## config.mk

```make
export PLATFORM = sky130hd
export DESIGN_NAME = adc_frontend_config
export DESIGN_NICKNAME = d
export VERILOG_FILES = /design/src/core/adc_frontend_config.v
export VERILOG_INCLUDE_DIRS = /design/src /design/src/core
export SDC_FILE = /design/constraint.sdc
export NUM_CORES = 1
export LEC_CHECK = 0
export ABC_CLOCK_PERIOD_IN_PS = 6150
export BUFFER_PORTS_ARGS = -buffer_cell sky130_fd_sc_hd__buf_2
export CORE_ASPECT_RATIO = 2
export CORE_UTILIZATION = 30
export DETAILED_ROUTE_END_ITERATION = 8
export PLACE_DENSITY_LB_ADDON = 0.1
export SYNTH_ARGS = -nofsm -noshare
export SYNTH_HDL_FRONTEND = slang
export SYNTH_SLANG_ARGS = --single-unit
```

## constraint.sdc

```tcl
create_clock -name clk -period 6.15 [get_ports clk]
set_input_delay 0.615 -clock clk [delete_from_list [all_inputs] [get_ports clk]]
set_output_delay 0.615 -clock clk [all_outputs]
set_load 0.05 [all_outputs]
```

## src/core/adc_frontend_consts.vh

```
// register offsets, field positions and reset values for adc_frontend_config
// assumes a word-indexed plain register port with 4-bit address
// Operation
// after reset both converters use the on-chip reference
// reference choices: internal, external pair, or second pair on input pins
// primary reference from 2-bit field, auxiliary from 3-bit field
// software sets primary high-ref flag for external reference above 1.35 V
// software sets auxiliary high-ref flag for external reference above 1.35 V
// primary diag field: 0 off, 1 first input, 3 both inputs
// auxiliary diag field enables test currents on selected aux inputs
// sinc3 decimation factor is filter register bits 6 to 0
// without chop decimation word stays between 3 and 127
// chop swaps input polarity and averages outputs before data register
// primary gain: ten settings 1 to 512 from a 4-bit field
// each excitation source level set by 4-bit field in 200 uA steps
// excitation source 0 on only with bit 6, source 1 with bit 7
// route bits can steer both sources to one pin
// mode register bits 4 to 3 select normal, low-power, low-power-plus
// low-power-plus equals low-power with primary gain amplifier off
// low-power output rate at most 2 kHz; software programs filter
// clearing mode bit 5 puts internal reference in power saving; here only while neither converter selects an external reference
// clearing mode bit 7 lowers converter clock frequency
`ifndef ADC_FRONTEND_CONSTS_VH
`define ADC_FRONTEND_CONSTS_VH
`define ADDR_PRIMARY_CTRL   4'h0
`define ADDR_AUX_CTRL       4'h1
`define ADDR_FILTER         4'h2
`define ADDR_EXCITATION     4'h3
`define ADDR_MODE           4'h4
`define ADDR_STATUS         4'h5
`define PRIMARY_CTRL_RESET  16'h0000
`define AUX_CTRL_RESET      16'h0000
`define FILTER_RESET        16'h0003
`define EXCITATION_RESET    16'h0000
`define MODE_RESET          8'ha0
// primary control fields
`define P_GAIN_LSB          0
`define P_REF_LSB           4
`define P_DIAG_LSB          6
`define P_HIGH_REF_BIT      8
// aux control fields
`define A_REF_LSB           0
`define A_DIAG_LSB          3
`define A_HIGH_REF_BIT      5
// filter fields
`define F_CHOP_BIT          7
// excitation fields
`define X_LEVEL_LSB         0
`define X_ROUTE0_BIT        4
`define X_ROUTE1_BIT        5
`define X_EN0_BIT           6
`define X_EN1_BIT           7
// mode fields
`define M_MODE_LSB          3
`define M_REF_ON_BIT        5
`define M_FAST_CLK_BIT      7
`define MODE_NORMAL         2'h0
`define MODE_LOW_POWER      2'h1
`define MODE_LOW_POWER_PLUS 2'h2
`define REF_INTERNAL        2'h0
`define REF_EXT_PAIR        2'h1
`define REF_SECOND_PAIR     2'h2
`define DECIM_MIN           7'h03
`define GAIN_MAX            4'h9
`define LEVEL_MAX           4'h4
`define CHOP_AVG_SHIFT      1
`endif

```

## src/core/adc_frontend_config.v

```verilog
// configuration logic for primary and auxiliary sigma-delta front ends
// assumes clk is the converter clock; sinc3 samples arrive on the same clock
`include "adc_frontend_consts.vh"
module adc_frontend_config (
  input  wire        clk,
  input  wire        reset_n,
  input  wire [3:0]  addr,
  input  wire [15:0] wdata,
  input  wire        wr,
  input  wire        rd,
  output reg  [15:0] rdata,
  input  wire [23:0] sinc_data,
  input  wire        sinc_valid,
  output reg  [23:0] result_data,
  output reg         result_valid,
  output reg  [1:0]  primary_ref_select,
  output reg  [2:0]  aux_ref_select,
  output reg         primary_high_ref_flag,
  output reg         aux_high_ref_flag,
  output reg  [1:0]  primary_diag_current_sel,
  output reg  [1:0]  aux_diag_current_sel,
  output reg  [6:0]  decimation_word,
  output reg         chop_enable,
  output reg         chop_swap,
  output reg  [3:0]  primary_gain_sel,
  output reg         primary_gain_enable,
  output reg  [3:0]  excitation_level,
  output reg         excitation0_on,
  output reg         excitation1_on,
  output reg         excitation0_route,
  output reg         excitation1_route,
  output reg  [1:0]  converter_mode,
  output reg         low_power,
  output reg         int_ref_power_save,
  output reg         slow_clock
);
  reg  [15:0] pctl_reg;
  reg  [15:0] actl_reg;
  reg  [15:0] filt_reg;
  reg  [15:0] exc_reg;
  reg  [7:0]  mode_reg;
  reg  [23:0] prev_reg;
  reg         have_prev_reg;
  reg  [15:0] rd_next;
  reg  [6:0]  decim_next;
  reg  [1:0]  mode_next;
  reg  [3:0]  gain_next;
  reg  [3:0]  level_next;
  reg  [1:0]  pref_next;
  reg  [2:0]  aref_next;
  wire [24:0] avg_sum;
  wire        ext_in_use;
  wire        primary_ext;
  wire        aux_ext;
  wire [1:0]  src_on;
  wire [1:0]  src_route;
  genvar      s;

  // clamp illegal writes so no field but the primary diag select runs outside the legal range;
  // clamping rather than ignoring keeps a stray write from leaving old state
  always @* begin
    decim_next = wdata[6:0];
    if (wdata[6:0] < `DECIM_MIN) begin
      decim_next = `DECIM_MIN;
    end
    mode_next = wdata[`M_MODE_LSB+1:`M_MODE_LSB];
    if (mode_next == 2'h3) begin
      mode_next = `MODE_NORMAL;
    end
    gain_next = wdata[`P_GAIN_LSB+3:`P_GAIN_LSB];
    if (gain_next > `GAIN_MAX) begin
      gain_next = `GAIN_MAX;
    end
    level_next = wdata[`X_LEVEL_LSB+3:`X_LEVEL_LSB];
    if (level_next > `LEVEL_MAX) begin
      level_next = `LEVEL_MAX;
    end
    pref_next = wdata[`P_REF_LSB+1:`P_REF_LSB];
    if (pref_next == 2'h3) begin
      pref_next = `REF_INTERNAL;
    end
    aref_next = wdata[`A_REF_LSB+2:`A_REF_LSB];
    if (aref_next > {1'b0, `REF_SECOND_PAIR}) begin
      aref_next = {1'b0, `REF_INTERNAL};
    end
  end

  // primary control: gain, reference, diagnostic currents, high-ref flag
  always @(posedge clk) begin
    if (!reset_n) begin
      pctl_reg <= `PRIMARY_CTRL_RESET;
    end else if (wr && addr == `ADDR_PRIMARY_CTRL) begin
      pctl_reg <= {7'h00, wdata[`P_HIGH_REF_BIT], wdata[`P_DIAG_LSB+1:`P_DIAG_LSB],
                   pref_next, gain_next};
    end
  end

  // auxiliary control: reference, diagnostic currents, high-ref flag
  always @(posedge clk) begin
    if (!reset_n) begin
      actl_reg <= `AUX_CTRL_RESET;
    end else if (wr && addr == `ADDR_AUX_CTRL) begin
      actl_reg <= {10'h000, wdata[`A_HIGH_REF_BIT], wdata[`A_DIAG_LSB+1:`A_DIAG_LSB],
                   aref_next};
    end
  end

  // filter: decimation word and chop enable
  always @(posedge clk) begin
    if (!reset_n) begin
      filt_reg <= `FILTER_RESET;
    end else if (wr && addr == `ADDR_FILTER) begin
      filt_reg <= {8'h00, wdata[`F_CHOP_BIT], decim_next};
    end
  end

  // excitation: shared level, per-source route and enable
  always @(posedge clk) begin
    if (!reset_n) begin
      exc_reg <= `EXCITATION_RESET;
    end else if (wr && addr == `ADDR_EXCITATION) begin
      exc_reg <= {8'h00, wdata[7:4], level_next};
    end
  end

  // mode: low bits read back as zero
  always @(posedge clk) begin
    if (!reset_n) begin
      mode_reg <= `MODE_RESET;
    end else if (wr && addr == `ADDR_MODE) begin
      mode_reg <= {wdata[7:5], mode_next, 3'h0};
    end
  end

  // one enable bit and one route bit per excitation source
  generate
    for (s = 0; s < 2; s = s + 1) begin : exc_src
      assign src_on[s]    = exc_reg[`X_EN0_BIT + s];
      assign src_route[s] = exc_reg[`X_ROUTE0_BIT + s];
    end
  endgenerate

  // primary reference outputs
  always @(posedge clk) begin
    if (!reset_n) begin
      primary_ref_select       <= 2'h0;
      primary_high_ref_flag    <= 1'b0;
    end else begin
      primary_ref_select       <= pctl_reg[`P_REF_LSB+1:`P_REF_LSB];
      primary_high_ref_flag    <= pctl_reg[`P_HIGH_REF_BIT];
    end
  end

  // auxiliary reference outputs
  always @(posedge clk) begin
    if (!reset_n) begin
      aux_ref_select           <= 3'h0;
      aux_high_ref_flag        <= 1'b0;
    end else begin
      aux_ref_select           <= actl_reg[`A_REF_LSB+2:`A_REF_LSB];
      aux_high_ref_flag        <= actl_reg[`A_HIGH_REF_BIT];
    end
  end

  // diagnostic current selects
  always @(posedge clk) begin
    if (!reset_n) begin
      primary_diag_current_sel <= 2'h0;
      aux_diag_current_sel     <= 2'h0;
    end else begin
      // value 2 is undefined for the primary pair; it is passed on unchanged
      primary_diag_current_sel <= pctl_reg[`P_DIAG_LSB+1:`P_DIAG_LSB];
      aux_diag_current_sel     <= actl_reg[`A_DIAG_LSB+1:`A_DIAG_LSB];
    end
  end

  // filter outputs
  always @(posedge clk) begin
    if (!reset_n) begin
      decimation_word          <= `DECIM_MIN;
      chop_enable              <= 1'b0;
    end else begin
      decimation_word          <= filt_reg[6:0];
      chop_enable              <= filt_reg[`F_CHOP_BIT];
    end
  end

  // gain amplifier outputs
  always @(posedge clk) begin
    if (!reset_n) begin
      primary_gain_sel         <= 4'h0;
      primary_gain_enable      <= 1'b1;
    end else begin
      primary_gain_sel         <= pctl_reg[`P_GAIN_LSB+3:`P_GAIN_LSB];
      primary_gain_enable      <= (mode_reg[4:3] != `MODE_LOW_POWER_PLUS);
    end
  end

  // excitation outputs; both routes may name one pin, doubling its current
  always @(posedge clk) begin
    if (!reset_n) begin
      excitation_level         <= 4'h0;
      excitation0_on           <= 1'b0;
      excitation1_on           <= 1'b0;
      excitation0_route        <= 1'b0;
      excitation1_route        <= 1'b0;
    end else begin
      excitation_level         <= exc_reg[`X_LEVEL_LSB+3:`X_LEVEL_LSB];
      excitation0_on           <= src_on[0];
      excitation1_on           <= src_on[1];
      excitation0_route        <= src_route[0];
      excitation1_route        <= src_route[1];
    end
  end

  // operating mode outputs
  always @(posedge clk) begin
    if (!reset_n) begin
      converter_mode           <= `MODE_NORMAL;
      low_power                <= 1'b0;
    end else begin
      converter_mode           <= mode_reg[`M_MODE_LSB+1:`M_MODE_LSB];
      // rate ceiling in low power is left to software; no rate is enforced here
      low_power                <= (mode_reg[4:3] != `MODE_NORMAL);
    end
  end

  // power saving outputs
  always @(posedge clk) begin
    if (!reset_n) begin
      int_ref_power_save       <= 1'b0;
      slow_clock               <= 1'b0;
    end else begin
      // power saving is meaningless while an external reference is in use
      int_ref_power_save       <= !mode_reg[`M_REF_ON_BIT] && !ext_in_use;
      slow_clock               <= !mode_reg[`M_FAST_CLK_BIT];
    end
  end

  assign primary_ext = (pctl_reg[`P_REF_LSB+1:`P_REF_LSB] != `REF_INTERNAL);
  assign aux_ext     = (actl_reg[`A_REF_LSB+2:`A_REF_LSB] != {1'b0, `REF_INTERNAL});
  assign ext_in_use  = primary_ext || aux_ext;

  // chop stage: polarity toggles per filter output, result is running pair mean
  // a pair mean keeps the offset cancel exact; longer averaging needs a wider sum
  assign avg_sum = {sinc_data[23], sinc_data} + {prev_reg[23], prev_reg};

  // input polarity, flipped on every filter output while chopping
  always @(posedge clk) begin
    if (!reset_n) begin
      chop_swap <= 1'b0;
    end else if (!filt_reg[`F_CHOP_BIT]) begin
      chop_swap <= 1'b0;
    end else if (sinc_valid) begin
      chop_swap <= ~chop_swap;
    end
  end

  // previous output; forgotten with chop off so a stale half never pairs
  always @(posedge clk) begin
    if (!reset_n) begin
      prev_reg      <= 24'h000000;
      have_prev_reg <= 1'b0;
    end else if (!filt_reg[`F_CHOP_BIT]) begin
      have_prev_reg <= 1'b0;
    end else if (sinc_valid) begin
      prev_reg      <= sinc_data;
      have_prev_reg <= 1'b1;
    end
  end

  // data register value and its one-cycle strobe
  always @(posedge clk) begin
    if (!reset_n) begin
      result_data  <= 24'h000000;
      result_valid <= 1'b0;
    end else begin
      result_valid <= 1'b0;
      if (sinc_valid && !filt_reg[`F_CHOP_BIT]) begin
        result_data  <= sinc_data;
        result_valid <= 1'b1;
      end
      if (sinc_valid && filt_reg[`F_CHOP_BIT] && have_prev_reg) begin
        result_data  <= avg_sum[24:`CHOP_AVG_SHIFT];
        result_valid <= 1'b1;
      end
    end
  end

  // read mux; status shows live chop and power state for polling
  always @* begin
    case (addr)
      `ADDR_PRIMARY_CTRL: rd_next = pctl_reg;
      `ADDR_AUX_CTRL:     rd_next = actl_reg;
      `ADDR_FILTER:       rd_next = filt_reg;
      `ADDR_EXCITATION:   rd_next = exc_reg;
      `ADDR_MODE:         rd_next = {8'h00, mode_reg};
      `ADDR_STATUS:       rd_next = {12'h000, have_prev_reg, chop_swap, low_power,
                                     int_ref_power_save};
      default:            rd_next = 16'h0000;
    endcase
  end

  // read data stands only in the cycle after the strobe, zero otherwise
  always @(posedge clk) begin
    if (!reset_n) begin
      rdata <= 16'h0000;
    end else if (rd) begin
      rdata <= rd_next;
    end else begin
      rdata <= 16'h0000;
    end
  end
endmodule

```

==> metrics.csv, run 1 <==
metric,value,unit
Clock H-tree levels,4,
metal2 WL,12.2,mm
DR DRC count,0,
switching power,0.566,mW
Worst-Margin Slew,0.987,ns
worst hold stages,3,
Post-synth EDFFs,0,
DIE WIDTH,105,µm
sequential share of power,42.2,%
Detailed Routing Iterations Pass 1,7,
R2R Path Start,filt_reg[7],
headroom to the max-slew limit,34.1,%
setup violators final,0,
clock latency on the worst-skew pair,0.44,ns
Syn Std Cell Area,0.00640,mm²
post-synthesis compound-gate area fraction,23.5,%
Yosys cell types,71,
Total GRT Usage,20.0,%
Total Neg Setup Slack,0,ns
RSZ-0062 raised after global routing,no,
Final Slew Violations,0,
Initial Util,30.6,%
met3 WL,741,µm
hold path startpoint,wdata[8],
setup bufs post-CTS,0,
largest family of logic cells by synthesized area,compound AO/OA/AOI/OAI gates,
Comb pwr share,10.3,%
power share of the clock group,47.5,%
yosys warns,0,
RePlAce Congestion,0.850,
Switching Share,26.8,%
Synth Area in XOR/XNOR,1.64,%
mux cell area share after synthesis,0.626,%
Metal-1 WL,7.47,mm
I/O pin cnt,128,
worst r2r path cells,7,
Crit. End Element,register,
maximum VDD drop,0.140,mV
max-cap viol count,0,
Final min period,2.95,ns
# nets final,915,
final wirelength,21.3,mm
Placed Instance Area,0.00714,mm²
Worst Path Required,6.51,ns
largest cells by area after synthesis,"dfxtp_1 42%, nand2_1 7.0%, a21oi_1 5.2%",
Num CTS Buffers,17,
leading area contributor after synthesis,dfxtp_1,
R2R Setup Slk,3.20,ns
"Reg clk slew, reported paths",0.06,ns
adder-cell share of the synthesized area,4.81,%
final hold violation count,0,
# rows,75,
sequential share of the synthesized area,41.6,%
average wire per standard cell,19.0,µm
# hold bufs at CTS,0,
Crit Path Max Fanout,20,
layout cells sized above 1,20.1,%
Die Y,209,µm
clk root buf,clkbuf_16,
port buffer count,113,
CTS max path bufs,2,
highest metal used,met4,
run status,"complete, no violations",
Static Leak,3.19,nW
first-pass GRT wire length,33.0,mm
initial antenna violation count,0,
HP Class,input pin to register,
area grow syn2layout,20.5,%
Synth top cells by count,"133 x dfxtp_1, 119 x nand2_1, 66 x a21oi_1",
GRT overflow,0,
# diodes,0,
Hold Crit Endpoint,pctl_reg[8],
CTS resizes,0,
CP startpoint kind,register,
ys flop type,dfxtp_1,
hpwl dp,15.7,mm
"flops & latches, synth",133,
vias per inst,5.24,
Pwr Density,274,mW/mm²
Yosys top cell area share,41.6,%
top achievable clock speed,339,MHz
CTS tree,yes,
via count,5884,
post-synthesis simple-gate area fraction,23.3,%
critical path class,register to register,
Final Cell Area,0.00771,mm²
number of global-route vias before repair,6023,
internal power,1.54,mW
Die Area,0.0220,mm²
asr flop ratio synth,0,%
Core ar.,0.0209,mm²
clk sinks,133,
Setup Skew,0.00748,ns
Cells after Synth,748,
period utilization,47.9,%
drt initial violations,313,
reg-to-reg endpoint,result_data[15],
Worst EP arrival,3.31,ns
final antenna-violating net count,0,
pin count of the biggest net entering global routing,63,
Syn Area/Cell,8.56,µm²
cell with the most instances after synthesis,dfxtp_1,
[layer usage]
metal	GRT usage, %	up-vias
met3	4.17	48
met2	39.5	176
met1	18.5	2812
met5	0	-
li1	-	2848
met4	10.9	0
[worst max path at each step]
stage / from / to / slack (ns) / cells after the start
2_1_floorplan: sinc_data[0] / result_data[21] / 3.77 / 8
3_3_place_gp: sinc_data[0] / result_data[21] / 3.22 / 9
3_5_place_dp: filt_reg[7] / result_data[15] / 3.21 / 7
4_1_cts: filt_reg[7] / result_data[15] / 3.15 / 7
5_1_grt: filt_reg[7] / result_data[15] / 2.98 / 7
6_report: filt_reg[7] / result_data[15] / 3.20 / 7
[cells by family (layout without fill, tap and decap cells)]
kind of cell / count (synthesis) / count (layout)
XOR/XNOR: 12 / 12
multiplexers: 4 / 4
buffers and inverters: 62 / 162
other: 1 / 7
adder cells (fa/ha/maj): 24 / 24
AO/OA/AOI/OAI: 226 / 226
flip-flops: 133 / 133
AND/OR/NAND/NOR: 286 / 286
[power by group through the flow]
stage | Clock (mW) | Sequential, mW | Combinational, mW
finish | 1.00 | 0.890 | 0.217
global route | 1.07 | 0.891 | 0.233
CTS | 1.02 | 0.890 | 0.218
detailed placement | 0 | 0.909 | 0.217
global placement | 0 | 0.909 | 0.216
floorplan | 0 | 0.953 | 0.105
[area by class of cell]
class,instances,area [µm²]
fill,2204,13200
multi-input combinational,559,3470
sequential,133,2660
timing repair buffer,122,633
clock buffer,19,443
tap,269,337
clock inverter,12,129
inverter,9,33.8
[cells in the final DEF, fill, tap and decap left out, drive strengths merged, types with 5 or more instances in the layout]
master	synthesis	routed
xnor2	9	9
a21o	11	11
a21boi	27	27
a22oi	13	13
a31oi	9	9
dfxtp	133	133
a222oi	5	5
nor2b	12	12
inv	9	11
a221oi	7	7
and2	39	39
nor4b	7	7
nor2	29	29
ha	23	23
o211ai	8	8
clkinv	0	5
a21oi	69	69
clkbuf	28	19
a211oi	5	5
nand3	31	31
o21ai	43	43
nand2	120	120
buf	25	122
conb	1	7
nor3b	8	8
o21a	6	6
nor3	13	13
[critical path, stage by stage (launching register included)]
cell,delay [ns]
dfxtp_1,0.90
inv_2,0.32
o21ai_1,0.79
buf_4,0.34
a21o_1,0.15
nor3_1,0.05
o21a_1,0.12
nor3_1,0.19
[metrics by stage]
| stage | instances | hold WS [ns] | utilization, % | power [mW] | worst slack [ns] |
|---|---|---|---|---|---|
| after floorplan | 754 | 0.415 | - | 1.06 | 3.77 |
| after global placement | 1092 | 0.434 | 34.1 | 1.12 | 3.22 |
| after detailed placement | 1092 | 0.433 | 34.1 | 1.13 | 3.21 |
| after CTS | 1123 | 0.427 | 36.9 | 2.13 | 3.15 |
| after global routing | 1123 | 0.432 | 36.9 | 2.19 | 2.98 |
| final | 1123 | 0.434 | 36.9 | 2.11 | 3.20 |
Note: power is estimated with default switching activity, not from simulation.
==> run 2, diff against run 1 <==
ABC_AREA = 1   (was unset)
ABC_CLOCK_PERIOD_IN_PS = 2530   (was 6150)
clock period = 2.53 ns   (was 6.15 ns; I/O delays follow)
==> run 2 against run 1 <==
Die area grew 1.8%. Clock-buffer cell count up 2. Non-clock buffer count is 1 higher. Sequential cell count is the same. Power grew to 2.5 times the previous value. Synthesized cell count up 21%. Register-to-register slack worse by 2.7 ns. Worst hold slack worse by 0.33 ns. Routed wire length is 3.0% higher. Critical endpoint is now result_data[23]. Largest power group unchanged.
==> metrics.csv, run 2 <==
metric,value,unit
hpwl dp,16.9,mm
cell with the most instances after synthesis,nand2_1,
non-filler instance count after layout,1303,
headroom to the max-slew limit,56.1,%
first-pass GRT wire length,33.7,mm
Cells after Synth,908,
leading area contributor after synthesis,dfxtp_1,
post-synthesis simple-gate area fraction,25.0,%
final hold violation count,0,
maximum VDD drop,0.436,mV
initial antenna violation count,0,
# nets final,1095,
hold path startpoint,wdata[7],
max-cap viol count,0,
Final min period,2.03,ns
Worst Path Required,2.81,ns
period utilization,80.1,%
setup bufs post-CTS,0,
HP Class,input pin to register,
sequential share of the synthesized area,40.9,%
CTS resizes,0,
Clock H-tree levels,4,
Yosys top cell area share,40.9,%
worst slack at placement,0.419,ns
Synth top cells by count,"183 x nand2_1, 133 x dfxtp_1, 126 x inv_1",
asr flop ratio synth,0,%
GRT overflow,0,
"Reg clk slew, reported paths",0.06,ns
Final Cell Area,0.00797,mm²
RePlAce Congestion,0.900,
final antenna-violating net count,0,
setup ws final,0.503,ns
pin count of the biggest net entering global routing,88,
Total Neg Setup Slack,0,ns
Synth Area in XOR/XNOR,0.672,%
Crit Path Max Fanout,4,
largest family of logic cells by synthesized area,simple AND/OR/NAND/NOR gates,
Die Area,0.0223,mm²
Worst EP arrival,2.31,ns
most frequent cells in the layout,"183 x nand2_1, 133 x dfxtp_1, 126 x inv_1",
RSZ-0062 raised after global routing,no,
mux cell area share after synthesis,0,%
vias per inst,4.75,
run status,"complete, no violations",
critical path class,register to register,
Core ar.,0.0211,mm²
Initial Util,30.9,%
clk root buf,clkbuf_16,
average wire per standard cell,16.8,µm
via count,6188,
"most common cell after layout, fill and taps aside",nand2_1,
number of global-route vias before repair,6096,
Static Leak,3.95,nW
CTS max path bufs,2,
Final Slew Violations,0,
yosys warns,0,
Detailed Routing Iterations Pass 1,4,
ys flop type,dfxtp_1,
adder-cell share of the synthesized area,4.73,%
DIE WIDTH,106,µm
Crit. End Element,register,
Syn Std Cell Area,0.00651,mm²
Pwr Density,674,mW/mm²
Total GRT Usage,20.5,%
# diodes,0,
Num CTS Buffers,17,
port buffer count,113,
drt initial violations,241,
Die Y,210,µm
final wirelength,21.9,mm
post-synthesis compound-gate area fraction,18.2,%
area grow syn2layout,22.4,%
CTS tree,yes,
"flops & latches, synth",133,
Placed Instance Area,0.00736,mm²
Syn Area/Cell,7.17,µm²
top achievable clock speed,493,MHz
largest cells by area after synthesis,"dfxtp_1 41%, nand2_1 11%, a21oi_1 7.3%",
Placed Cells,1272,
DR DRC count,0,
# hold bufs at CTS,0,
clock latency on the worst-skew pair,0.43,ns
Yosys cell types,46,
setup violators final,0,
layout cells sized above 1,19.2,%
# rows,75,
I/O pin cnt,128,
Worst-Margin Slew,0.658,ns
Setup Skew,0.0131,ns
Post-synth EDFFs,0,
CP startpoint,prev_reg[0],
CP startpoint kind,register,
clk sinks,133,
R2R Path Start,prev_reg[0],
==> run 2: kinds of logic after synthesis <==
family,Yosys count
AOI/OAI and AO/OA,215
xor gates and xnor gates,5
adders and majority gates,24
buffers and inverters,169
DFF,133
other,1
and+or+nand+nor,361
==> run 2: layer usage <==
metal / wire length (µm) / share of wire, % / track usage (%) / vias to the layer above
met4: 1510 / 6.9 / 15.0 / 0
li1: - / - / - / 3161
met2: 12600 / 58 / 40.7 / 169
met5: 0 / 0 / 0 / -
met3: 690 / 3.1 / 3.46 / 57
met1: 7110 / 32 / 17.7 / 2801
==> run 2: layout make-up <==
| type | count | area, µm² |
|---|---|---|
| Fill cell | 2348 | 13100 |
| Multi-Input combinational cell | 612 | 3200 |
| Sequential cell | 133 | 2660 |
| Timing Repair Buffer | 123 | 653 |
| Inverter | 135 | 507 |
| Clock buffer | 21 | 470 |
| Tap cell | 269 | 337 |
| Clock inverter | 10 | 145 |
==> run 2: final timing paths <==
kind | cells after the start | end | slack, ns
worst min register to register | 2 | primary_diag_current_sel[0] | 0.42
worst min-delay path | 3 | mode_reg[7] | 0.11
worst max register to register | 13 | result_data[23] | 0.50
worst max-delay path | 13 | result_data[23] | 0.50
==> run 2: where the power goes <==
group | total [mW] | internal (mW) | switching [mW] | leakage, nW
registers | 2.17 | 2.15 | 0.0266 | 1.08
clock network | 2.61 | 1.63 | 0.979 | 0.296
logic | 0.589 | 0.154 | 0.435 | 2.57
total | 5.37 | 3.93 | 1.44 | 3.95
==> run 2: worst max-delay path, cell delays in order, from the launching register on <==
cell and delay, ns:
dfxtp_1 0.31, nand2_1 0.11, inv_1 0.09, fa_1 0.41, nand2_1 0.10, nand2_1 0.07, nand3_1 0.13, nand2_2 0.12
nand2_1 0.17, nand3_1 0.11, nand2_1 0.07, nand3_1 0.07, nand2_1 0.08, a21oi_1 0.06
==> run 2: per-stage QoR <==
stage	hold WS, ns	total power, mW	util, %
after global routing	0.109	5.59	37.8
after floorplan	0.379	2.63	-
after detailed placement	0.418	2.81	34.8
after global placement	0.415	2.81	34.8
final	0.105	5.37	37.8
after CTS	0.0903	5.46	37.8
==> run 3, diff against run 2 <==
ABC_AREA = 0   (was 1)
ABC_CLOCK_PERIOD_IN_PS = 1900   (was 2530)
clock period = 1.9 ns   (was 2.53 ns; I/O delays follow)
==> run 3 against run 2 <==
Final area is 13% higher. Critical path type unchanged. Sequential cell count unchanged. Highest routed layer unchanged. The run now ends with negative setup slack left. First-iteration DRC count grew 22%. Largest cell class unchanged.
==> metrics.csv, run 3 (synthesis results as in run 1) <==
metric,value,unit
run status,"finished, violations left",
violated checks,negative setup slack,
setup ws final,-0.185,ns
RSZ-0062 raised after global routing,yes,
Pwr Density,768,mW/mm²
final antenna-violating net count,0,
non-filler instance count after layout,1231,
final wirelength,22.9,mm
HP Class,input pin to register,
CP startpoint kind,register,
top achievable clock speed,480,MHz
Setup Skew,0.00976,ns
clock latency on the worst-skew pair,0.43,ns
port buffer count,113,
most frequent cells in the layout,"124 x dfxtp_1, 117 x nand2_1, 113 x buf_2",
Static Leak,3.80,nW
I/O pin cnt,128,
Core ar.,0.0209,mm²
# nets final,1022,
CTS max path bufs,2,
Crit Path Max Fanout,4,
worst hold stages,3,
DIE WIDTH,105,µm
vias per inst,5.18,
pin count of the biggest net entering global routing,33,
headroom to the max-slew limit,61.8,%
Die Y,209,µm
Final Slew Violations,0,
hold path startpoint,sinc_data[21],
Hold Crit Endpoint,prev_reg[21],
Final min period,2.08,ns
initial antenna violation count,0,
clk root buf,clkbuf_16,
# rows,75,
area grow syn2layout,40.8,%
Die Area,0.0220,mm²
layout cells sized above 1,35.9,%
reg-to-reg endpoint,result_data[14],
Num CTS Buffers,17,
Detailed Routing Iterations Pass 1,5,
Worst Path Required,2.21,ns
Placed Cells,1191,
Worst-Margin Slew,0.565,ns
final hold violation count,0,
worst slack at placement,-0.262,ns
max-cap viol count,0,
hpwl dp,17.1,mm
R2R Path Start,prev_reg[8],
number of global-route vias before repair,6501,
setup violators final,15,
CTS tree,yes,
period utilization,110,%
worst r2r path cells,10,
drt initial violations,293,
Initial Util,30.6,%
"most common cell after layout, fill and taps aside",dfxtp_1,
first-pass GRT wire length,35.0,mm
RePlAce Congestion,0.879,
clk sinks,133,
# diodes,0,
"Reg clk slew, reported paths",0.07,ns
Worst EP arrival,2.39,ns
Total GRT Usage,21.1,%
average wire per standard cell,18.6,µm
overall power,6.92,mW
Crit. End Element,register,
critical path class,register to register,
maximum VDD drop,0.518,mV
Clock H-tree levels,4,
R2R Setup Slk,-0.18,ns
GRT overflow,0,
via count,6381,
DR DRC count,0,
-- run 3: changes by cell type in the layout (fill, tap and decap cells not counted), sizes merged, moves of 15 or more --
cell and delta:
a21boi +26, a21oi -28, and2 +37, buf +105
inv -125, nand2 -72, nor2 -67, o21ai -35
o22ai -15
-- run 3: critical path, stage by stage, from the launching register on --
cell	delay [ns]
dfxtp_2	0.34
ha_4	0.26
buf_6	0.12
buf_6	0.11
nand3_4	0.06
a21boi_4	0.07
o41ai_4	0.39
buf_4	0.21
a21bo_1	0.13
mux2i_1	0.19
a21oi_1	0.09
-- run 3: report_power, final --
group	internal, mW	total, mW	switching, mW
logic	0.315	0.876	0.561
clock network	1.84	3.16	1.32
registers	2.84	2.88	0.0366
total	5.00	6.92	1.92
-- run 3: worst max-delay path by stage --
stage / endpoint / slack, ns / depth (start not counted) / startpoint
after floorplan: result_data[21] / -0.02 / 8 / prev_reg[0]
after global placement: result_data[14] / -0.25 / 10 / sinc_data[8]
after detailed placement: result_data[14] / -0.26 / 10 / sinc_data[8]
after CTS: result_data[21] / -0.17 / 8 / prev_reg[0]
after global routing: result_data[21] / -0.32 / 8 / prev_reg[0]
final: result_data[14] / -0.18 / 10 / prev_reg[8]
-- run 3: final cells by class --
class                   instances  area (µm²)
repair buffers                229        1500
flip-flops and latches        133        2670
clock inverters                14         128
fillers                      2099       11900
multi-input cells             559        3900
inverters                       9        33.8
clock buffers                  18         439
well taps                     269         337
-- run 3: routing by layer --
layer / track usage, % / up-vias / wire length, µm
li1: - / 3063 / -
met1: 19.2 / 3059 / 7990
met2: 42.3 / 194 / 13100
met3: 3.32 / 65 / 691
met4: 12.7 / 0 / 1070
met5: 0 / - / 0
-- run 3: through the flow --
step / area [µm²] / hold slack, ns / TNS (ns) / util (%)
3_5_place_dp: 7930 / 0.445 / -3.20 / 37.9
6_report: 9010 / 0.0300 / -1.61 / 43.1
2_1_floorplan: 6430 / 0.325 / -0.0226 / -
5_1_grt: 9010 / 0.0337 / -2.84 / 43.1
4_1_cts: 8690 / 0.0112 / -1.37 / 41.5
3_3_place_gp: 7930 / 0.433 / -2.91 / 37.9
-- run 3: timing repair --
| action | CTS | global route |
|---|---|---|
| endpoints found under the setup margin | 19 | 21 |
| hold buffers | 1 | 0 |
| endpoints found under the hold margin | 1 | 0 |
| setup buffers | 2 | 7 |
| resized for setup | 33 | 58 |
| pin swaps | 11 | 44 |
